$ cat src/core/sso_pkg.sv
// package: register map, field layout and timing for the state override control block
package sso_pkg;
  localparam logic [7:0] OVR_OFFSET      = 8'h28;
  localparam int         INT_FORCE_BIT   = 3;
  localparam int         HOLD_BIT        = 2;
  localparam int         SHDN_LSB        = 0;
  localparam logic [7:0] OVR_WRITE_MASK  = 8'h0F;
  localparam logic [1:0] SHDN_NORMAL     = 2'h0;
  localparam logic [1:0] SHDN_NOW        = 2'h1;
  localparam logic [1:0] SHDN_DELAY      = 2'h2;
  localparam logic [1:0] SHDN_EVENT      = 2'h3;
  localparam int         CLK_HZ          = 200000000;
  localparam int         RESUME_DELAY_S  = 1;
  localparam int         RESUME_CYCLES   = RESUME_DELAY_S * CLK_HZ;

  typedef struct packed {
    logic       wr;
    logic       rd;
    logic [7:0] addr;
    logic [7:0] wdata;
  } sso_bus_req_t;

  typedef struct packed {
    logic       req_powerdown;
    logic       req_seq1;
    logic       act_control;
  } sso_seq_ctl_t;
endpackage

$ cat src/core/sso_override_ctl.sv
// state override control register with forced shutdown sequencing
// Summary of operation
// [RL1] override register at 0x28, protected writes refused
// [RL2] power-on contents come from nonvolatile memory
// [RL3] interrupt forced low when bit 3 set
// [RL4] hold-active flag makes sleep input ignored
// [RL5] hardware sets hold flag entering sequence 1
// [RL6] bus clears hold flag, writing one ignored
// [RL7] no button: 00 normal, 01 powerdown then resume
// [RL8] no button: 10 powerdown, resume after 1s
// [RL9] no button: 11 resume on activity low/alarm
// [RL10] button: 00 normal, 01 powerdown then sequence 1
// [RL11] button: 10 sequence 1 after 1s or press
// [RL12] button: 11 sequence 1 on alarm or press
// [RL13] rtc wake enable sets hold flag on alarm
// [RL14] nonzero code write starts action, mode latched
`timescale 1ns/10ps
module sso_override_ctl
  import sso_pkg::*;
#(
  parameter int RESUME_CNT = RESUME_CYCLES
) (
  input  wire logic         CLK_SYS_I,
  input  wire logic         RST_I,
  input  wire sso_bus_req_t BUS_REQ_I,
  input  wire logic         CTL_PROTECT_I,
  input  wire logic         NVM_LOAD_I,
  input  wire logic [7:0]   NVM_DATA_I,
  input  wire logic         FAULT_PENDING_I,
  input  wire logic         SLEEP_I,
  input  wire logic         ACTIVITY_PIN_I,
  input  wire logic         POWER_BUTTON_N_I,
  input  wire logic         BUTTON_FUNCTION_ENABLE_I,
  input  wire logic         RTC_ALARM_I,
  input  wire logic         RTC_WAKE_EN_I,
  input  wire logic         SEQ1_ENTRY_I,
  input  wire logic         POWERDOWN_DONE_I,
  output logic [7:0]        RDATA_O,
  output logic              INTERRUPT_OUT_N_O,
  output logic              SLEEP_REQ_O,
  output sso_seq_ctl_t      SEQ_CTL_O
);

  typedef enum logic [4:0] {
    ST_IDLE  = 5'h01,
    ST_PDOWN = 5'h02,
    ST_WAIT  = 5'h04,
    ST_EVENT = 5'h08,
    ST_DONE  = 5'h10
  } sso_state_t;

  function automatic logic ovr_write(input sso_bus_req_t r, input logic prot);
    ovr_write = r.wr && (r.addr == OVR_OFFSET) && !prot;
  endfunction

  logic [1:0]  shdn_q;
  logic        int_force_q;
  logic        hold_q;
  logic        btn_mode_q;
  sso_state_t  state_q;
  sso_state_t  state_d;
  logic [31:0] cnt_q;
  logic        wr_ok;
  logic        start;
  logic        timer_done;
  logic        resume;

  assign wr_ok      = ovr_write(BUS_REQ_I, CTL_PROTECT_I); // RL1
  assign start      = wr_ok && (BUS_REQ_I.wdata[SHDN_LSB +: 2] != SHDN_NORMAL); // RL14
  assign timer_done = (cnt_q >= 32'(RESUME_CNT - 1));

  // field bits 3 and 1:0
  always_ff @(posedge CLK_SYS_I) begin
    if (RST_I) begin
      int_force_q <= 1'b0;
      shdn_q      <= SHDN_NORMAL;
    end else if (NVM_LOAD_I) begin
      int_force_q <= NVM_DATA_I[INT_FORCE_BIT]; // RL2
      shdn_q      <= NVM_DATA_I[SHDN_LSB +: 2]; // RL2
    end else if (wr_ok) begin
      int_force_q <= BUS_REQ_I.wdata[INT_FORCE_BIT]; // RL1
      shdn_q      <= BUS_REQ_I.wdata[SHDN_LSB +: 2];
    end else if (state_q == ST_DONE) begin
      shdn_q      <= SHDN_NORMAL;
    end
  end

  // hold flag: hardware set beats a bus clear in the same cycle
  always_ff @(posedge CLK_SYS_I) begin
    if (RST_I) begin
      hold_q <= 1'b0;
    end else if (SEQ1_ENTRY_I || (RTC_WAKE_EN_I && RTC_ALARM_I)) begin
      hold_q <= 1'b1; // RL5 RL13
    end else if (NVM_LOAD_I) begin
      hold_q <= NVM_DATA_I[HOLD_BIT]; // RL2
    end else if (wr_ok && !BUS_REQ_I.wdata[HOLD_BIT]) begin
      hold_q <= 1'b0; // RL6
    end
  end

  // interpretation fixed at the write so a later enable change cannot confuse it
  always_ff @(posedge CLK_SYS_I) begin
    if (RST_I) begin
      btn_mode_q <= 1'b0;
    end else if (start && state_q == ST_IDLE) begin
      btn_mode_q <= BUTTON_FUNCTION_ENABLE_I; // RL14
    end
  end

  always_comb begin
    case (shdn_q)
      SHDN_NOW:   resume = 1'b1; // RL7 RL10
      SHDN_DELAY: resume = timer_done || (btn_mode_q && !POWER_BUTTON_N_I); // RL8 RL11
      SHDN_EVENT: resume = btn_mode_q ? (RTC_ALARM_I || !POWER_BUTTON_N_I) // RL12
                                      : (!ACTIVITY_PIN_I || RTC_ALARM_I); // RL9
      default:    resume = 1'b1;
    endcase
  end

  always_comb begin
    state_d = state_q;
    case (state_q)
      ST_IDLE:  if (start) state_d = ST_PDOWN;
      ST_PDOWN: begin
        if (POWERDOWN_DONE_I) begin
          state_d = (shdn_q == SHDN_DELAY) ? ST_WAIT : ST_EVENT;
        end
      end
      ST_WAIT:  if (resume) state_d = ST_DONE;
      ST_EVENT: if (resume) state_d = ST_DONE;
      ST_DONE:  state_d = ST_IDLE;
      default:  state_d = ST_IDLE;
    endcase
  end

  always_ff @(posedge CLK_SYS_I) begin
    if (RST_I) begin
      state_q <= ST_IDLE;
    end else begin
      state_q <= state_d;
    end
  end

  // one-second timer counts only while waiting
  always_ff @(posedge CLK_SYS_I) begin
    if (RST_I || state_q != ST_WAIT) begin
      cnt_q <= 32'h0;
    end else if (!timer_done) begin
      cnt_q <= cnt_q + 32'h1;
    end
  end

  always_ff @(posedge CLK_SYS_I) begin
    if (RST_I) begin
      RDATA_O <= 8'h00;
    end else if (BUS_REQ_I.rd && BUS_REQ_I.addr == OVR_OFFSET) begin
      RDATA_O <= {4'h0, int_force_q, hold_q, shdn_q};
    end else begin
      RDATA_O <= 8'h00;
    end
  end

  always_ff @(posedge CLK_SYS_I) begin
    if (RST_I) begin
      INTERRUPT_OUT_N_O <= 1'b1;
      SLEEP_REQ_O       <= 1'b0;
      SEQ_CTL_O         <= '0;
    end else begin
      INTERRUPT_OUT_N_O       <= !(int_force_q || FAULT_PENDING_I); // RL3
      SLEEP_REQ_O             <= !hold_q && SLEEP_I; // RL4
      SEQ_CTL_O.req_powerdown <= (state_q == ST_PDOWN);
      SEQ_CTL_O.req_seq1      <= (state_q == ST_DONE) && btn_mode_q; // RL10
      SEQ_CTL_O.act_control   <= (state_q == ST_IDLE) && !btn_mode_q;
    end
  end

endmodule

$ cat config.mk
export PLATFORM = sky130hd
export DESIGN_NAME = sso_override_ctl
export DESIGN_NICKNAME = d
export VERILOG_FILES = /design/src/core/sso_pkg.sv /design/src/core/sso_override_ctl.sv
export SDC_FILE = /design/constraint.sdc
export NUM_CORES = 1
export LEC_CHECK = 0
export BUFFER_PORTS_ARGS = -buffer_cell sky130_fd_sc_hd__buf_2
export CAP_MARGIN = 20
export CORE_MARGIN = 10
export CORE_UTILIZATION = 50
export DETAILED_ROUTE_END_ITERATION = 8
export HOLD_SLACK_MARGIN = 0.03
export PLACE_DENSITY = 0.71
export SLEW_MARGIN = 40
export SYNTH_ARGS = -nofsm -noshare
export SYNTH_HDL_FRONTEND = slang
export SYNTH_SLANG_ARGS = --single-unit
$ cat constraint.sdc
create_clock -name CLK_SYS_I -period 4.86 [get_ports CLK_SYS_I]
set_clock_uncertainty 0.05 [all_clocks]
set_input_delay 0.243 -clock CLK_SYS_I [delete_from_list [all_inputs] [get_ports CLK_SYS_I]]
set_output_delay 0.243 -clock CLK_SYS_I [all_outputs]
set_load 0.05 [all_outputs]
Word level (Yosys, flattened, before mapping)

Index checks and enable logic that the tools add are counted.

Bits in registers: 55
Output and inout port bits: 13

Equal/unequal tests: 12
Add/sub/neg operators: 1
Bitwise gates (word level): 1
$lt $le $gt $ge: 1
Reduce and logical (&&, ||, !) cells: 31
Muxes and demuxes: 15

Operator list:

| kind                  | count |
|---|---|
| $add 32x1->32 const B | 1 |
| $ge 32x28->1 const B  | 1 |
| $mux 5                | 3 |
| $pmux 5 s3            | 1 |
| $logic_and 1x1->1     | 11 |
| $eq 8x6->1 const B    | 1 |
| $logic_not 1->1       | 7 |
| $logic_or 1x1->1      | 6 |
| $mux 1                | 6 |
| $mux 2                | 3 |
| $reduce_bool 3->1     | 2 |
| $eq 5x1->1 const B    | 1 |
| $eq 5x2->1 const B    | 1 |
| $eq 5x3->1 const B    | 1 |
| $eq 5x4->1 const B    | 1 |
| $eq 5x5->1 const B    | 1 |
| $ne 5x3->1 const B    | 1 |
| $eq 2x2->1 const B    | 2 |
| $mux 4                | 1 |
| $ne 2x2->1 const B    | 2 |
| $reduce_bool 2->1     | 2 |
| $reduce_or 2->1       | 2 |
| $reduce_and 3->1      | 1 |
| $ne 2x1->1 const B    | 1 |
| other kinds (2)       | 2 |

Depth between registers and ports, before layout

Depth after elaboration: 7
Gate-level depth with buffers: 7
Mapped depth without buffers: 5

Worst setup path before layout

No wires, ideal clock.

Path type: reg-to-reg
From: reg cnt_q[9]
To: reg cnt_q[21]
Cell stages (with the launch flop): 7
Path slack: 2.962 ns
Setup time: 0.070 ns
Arrival: 1.778 ns
Clock period less this slack: 1.898 ns
Cell sequence: dfxtp_1 -> or4_4 -> nor2_4 -> a2111oi_4 -> buf_6 -> or4_1 -> a21oi_1

Longest elaborated chain between the ends: 1

RTL lines:

| item                                                 | RTL line                                        | source |
|---|---|---|
| start, declared                                      | sso_override_ctl.sv:62                          | `logic [31:0] cnt_q;` |
| start signal, assigned                               | sso_override_ctl.sv:149                         | `cnt_q <= cnt_q + 32'h1;` |
| $add 32x1->32 / $ge 32x28->1 (equally long branches) | sso_override_ctl.sv:149, sso_override_ctl.sv:70 |  |

Parallel ways exist; a longest one is shown, timed or not.
A chain may end at the register's enable or synchronous reset.

Worst setup path in the final report

From: reg cnt_q[2]
To: reg state_q[4]

Longest elaborated chain between the ends: 5

RTL lines:

| item                              | RTL line                | source |
|---|---|---|
| $ge 32x28->1                      | sso_override_ctl.sv:70  | `assign timer_done = (cnt_q >= 32'(RESUME_CNT - 1));` |
| $logic_or 1x1->1                  | sso_override_ctl.sv:113 | `SHDN_DELAY: resume = timer_done \|\| (btn_mode_q && !POWER_BUTTON_N_I);` |
| $pmux 1 s2                        | sso_override_ctl.sv:111 | `case (shdn_q)` |
| $ne 2x1->1 (no source line)       | --                      |  |
| $reduce_and 3->1 (no source line) | --                      |  |
| end signal, assigned              | sso_override_ctl.sv:140 | `state_q <= state_d;` |
| end, declared                     | sso_override_ctl.sv:60  | `sso_state_t state_q;` |

No other way between the ends.

==> flow_metrics.py <==
metrics = {
    "pwr": {
        "pwr-share-seq_pct": 48.3,
        "p_int_uw": 685.7,
        "pwr-share-clk_pct": 31.6,
        "comb_power_share_pct": 20.1,
        "vdd_drop_max_mv": 0.2974,
        "swShare_pct": 29.15,
        "p_per_area_nw_per_um2": 327.3,
        "power_switching_uw": 282.1,
        "p_leak_nw": 1.050,
    },
    "route": {
        "dr.pass1.iters": 4,
        "drt_iter0_drc": 123,
        "via_per_inst": 5.903,
        "drc": 0,
        "wl_per_cell_um": 15.22,
        "vias": 2379,
        "ant_nets": 0,
        "wirelength_mm": 6.132,
    },
    "worst_setup_path": {
        "crit_family": "compound AO/OA/AOI/OAI gates",
        "r2r_start": "cnt_q[2]$_SDFFE_PP0P_",
        "cp.depth": 6,
        "crit_start": "cnt_q[2]$_SDFFE_PP0P_",
        "cpMaxStageDelayCell": "a2111oi_4",
        "crit_path_max_fanout": 18,
        "critPathCaptureType": "flop",
        "crit_required_ps": 5020,
        "cpPeakStageDelay_ps": 430,
        "reg2reg_to": "state_q[4]$_SDFFE_PP0P_",
        "cp-endpoint": "state_q[4]$_SDFFE_PP0P_",
        "r2r_setup_slack_ps": 2710,
        "r2r_cells": 6,
        "path_class": "reg -> reg",
        "cp-start-kind": "flop",
        "crit_buf_inv": 1,
        "worstPathArrival_ps": 2310,
        "path_cells": "and4_1 > nand4_2 > a2111oi_4 > buf_4 > o31ai_2 > a311oi_2",
    },
    "timing": {
        "holdWs_ps": 62.92,
        "worst_pin_slew_ps": 709.5,
        "setup_viol": 0,
        "fin_crit_sh_pct": 44.18,
        "hold_viol": 0,
        "clock.fmax_ghz": 0.4658,
        "period_minus_slack_ps": 2147,
        "maxSlewHeadroom_pct": 52.67,
        "drv_slew": 0,
        "fin_tns_setup_ps": 0,
        "rsz0062_at_grt": "false",
    },
    "floorplan": {
        "start_util_pct": 51.53,
        "die_x_um": 92.32,
        "die_area_um2": 8523,
        "die_h_um": 92.32,
        "core_area_um2": 5075,
        "row_count": 26,
        "io_pins": 52,
    },
    "cts": {
        "post_cts_resized": 0,
        "cts_max_path_buffers": 2,
        "ctsHtreeMaxLevel": 2,
        "root_buffer": "clkbuf_8",
        "postCtsSetupBuffers": 0,
        "worstSkewPairLatency_ps": 300,
        "clk_pin_slew_ps": 100,
        "cts_buffers": 5,
        "cts_sinks": 51,
        "cts_hold_buf": 0,
        "cts_tree": "built",
    },
    "placement": {
        "gp_congestion": 0.8138,
        "hpwlAfterDp_mm": 4.390,
        "port-buffer-count": 39,
    },
    "synthesis": {
        "ys_top_cells_by_area": "dfxtp_1 (39%), o31ai_1 (6.0%), or4_1 (6.0%), a21oi_1 (4.8%), nand3_1 (3.1%)",
        "synth.largest_area_cell": "dfxtp_1",
        "synthArstFlopShare_pct": 0,
        "seq_area_frac_synth_pct": 39.04,
        "postSynthCellCount": 299,
        "avgSynthCellArea_um2": 8.746,
        "synth_area_um2": 2615,
        "ys_ff_latch": 51,
        "synth_top_area_share_pct": 39.04,
        "synth_edf_count": 0,
        "synth-main-ff-cell": "dfxtp_1",
        "synth_warnings": 0,
        "ys_types": 57,
    },
    "grt": {
        "antenna_found_initial": 0,
        "grt-ovfl-total": 0,
        "grt_pass1_vias": 2341,
        "grt.total_usage_pct": 14.74,
        "grt_pass1_wl_mm": 10.69,
        "grt_max_degree": 52,
    },
    "finish": {
        "fin_nets": 372,
        "layout-drive-gt1-share_pct": 19.52,
        "fillers": 491,
        "layout_common_cells": "dfxtp_1 (51), buf_2 (39), a21oi_1 (25)",
        "layout_commonest_cell": "dfxtp_1",
        "num_antenna_cells": 0,
        "synthToLayoutAreaGrowth_pct": 13.06,
    },
    "flow_run": {
        "drv_cap": 0,
    },
    "worst_hold_path": {
        "worstHoldPathType": "in -> reg",
        "holdPathStages": 2,
    },
    "outcome": {
        "outcome": "finished, final reports clean",
    },
}
==> sequential cells by signal (all words and copies together) (netlist names) <==
signal             count
SLEEP_REQ_O            1
INTERRUPT_OUT_N_O      1
RDATA_O                4
int_force_q            1
state_q                5
btn_mode_q             1
SEQ_CTL_O              3
cnt_q                 32
hold_q                 1
shdn_q                 2
==> synthesized netlist by cell type (all sizes together) (2+ instances only) <==
library cell	number
nand3b	2
or4	22
buf	9
clkbuf	10
or2	2
mux2i	4
a32oi	2
nor4b	3
o311ai	2
a21oi	25
and3	4
o21bai	2
nor2	16
a211o	2
o21a	2
a311oi	3
nand2b	3
and4	4
nor4	6
nand3	17
and2	12
dfxtp	51
nor3b	2
nand4	11
o21ai	5
o31ai	22
nand2	20
nor3	4
nor2b	5
inv	9
or3	3
==> layout make-up <==
cell class	instances	area [um^2]	area share, %
Multi-Input combinational cell	223	1479	50.02
Sequential cell	51	1021	34.53
Timing Repair Buffer	42	217.7	7.364
Tap cell	70	87.58	2.962
Clock buffer	6	82.58	2.793
Clock inverter	2	35.03	1.185
Inverter	9	33.78	1.143
==> metrics by stage <==
step / setup slack [ps] / area, um^2 / power, mW / cells / util (%)
2_1_floorplan: 2962 / 2626 / 0.6223 / 302 / -
3_3_place_gp: 2351 / 2819 / 0.6651 / 394 / 55.55
3_5_place_dp: 2322 / 2823 / 0.6676 / 394 / 55.62
4_1_cts: 2297 / 2940 / 0.9700 / 402 / 57.94
5_1_grt: 2549 / 2957 / 1.018 / 403 / 58.26
6_report: 2713 / 2957 / 0.9678 / 403 / 58.26
==> layer usage <==
layer / part of all wire, % / GRT usage [%] / routed length, um / vias to the layer above
li1: - / - / - / 1212
met1: 46 / 17.97 / 2807 / 1127
met2: 50 / 25.88 / 3079 / 36
met3: 3.4 / 3.309 / 207 / 4
met4: 0.62 / 3.085 / 38 / 0
met5: 0 / 0 / 0 / -
==> logic make-up after synthesis <==
kind of cell | share of synthesized area, %
xor+xnor | 0.3350
buf+inv | 5.311
fa+ha+maj | 0.4784
compound gates | 20.00
mux | 1.962
other cells | 0.1434
flops | 39.04
simple gates | 32.73
==> worst register-to-register path, stage by stage, from the launching register on <==
cell	delay, ps
dfxtp_1	410
and4_1	320
nand4_2	190
a2111oi_4	430
buf_4	290
o31ai_2	120
a311oi_2	250
==> how the worst min path moves through the flow <==
| stage | startpoint | end | slack, ps |
|---|---|---|---|
| global route | FAULT_PENDING_I | INTERRUPT_OUT_N_O$_SDFF_PP1_ | 70 |
| detailed placement | FAULT_PENDING_I | INTERRUPT_OUT_N_O$_SDFF_PP1_ | 380 |
| CTS | FAULT_PENDING_I | INTERRUPT_OUT_N_O$_SDFF_PP1_ | 60 |
| global placement | FAULT_PENDING_I | INTERRUPT_OUT_N_O$_SDFF_PP1_ | 370 |
| floorplan | RST_I | state_q[4]$_SDFFE_PP0P_ | 260 |
| finish | FAULT_PENDING_I | INTERRUPT_OUT_N_O$_SDFF_PP1_ | 60 |
==> power groups by stage <==
stage	Clock, mW	Combinational, mW	Sequential [mW]
2_1_floorplan	0	0.135	0.487
3_5_place_dp	0	0.191	0.476
4_1_cts	0.310	0.193	0.467
6_report	0.306	0.195	0.468
3_3_place_gp	0	0.188	0.477
5_1_grt	0.329	0.218	0.472
Power figures use the tool's default switching activity.
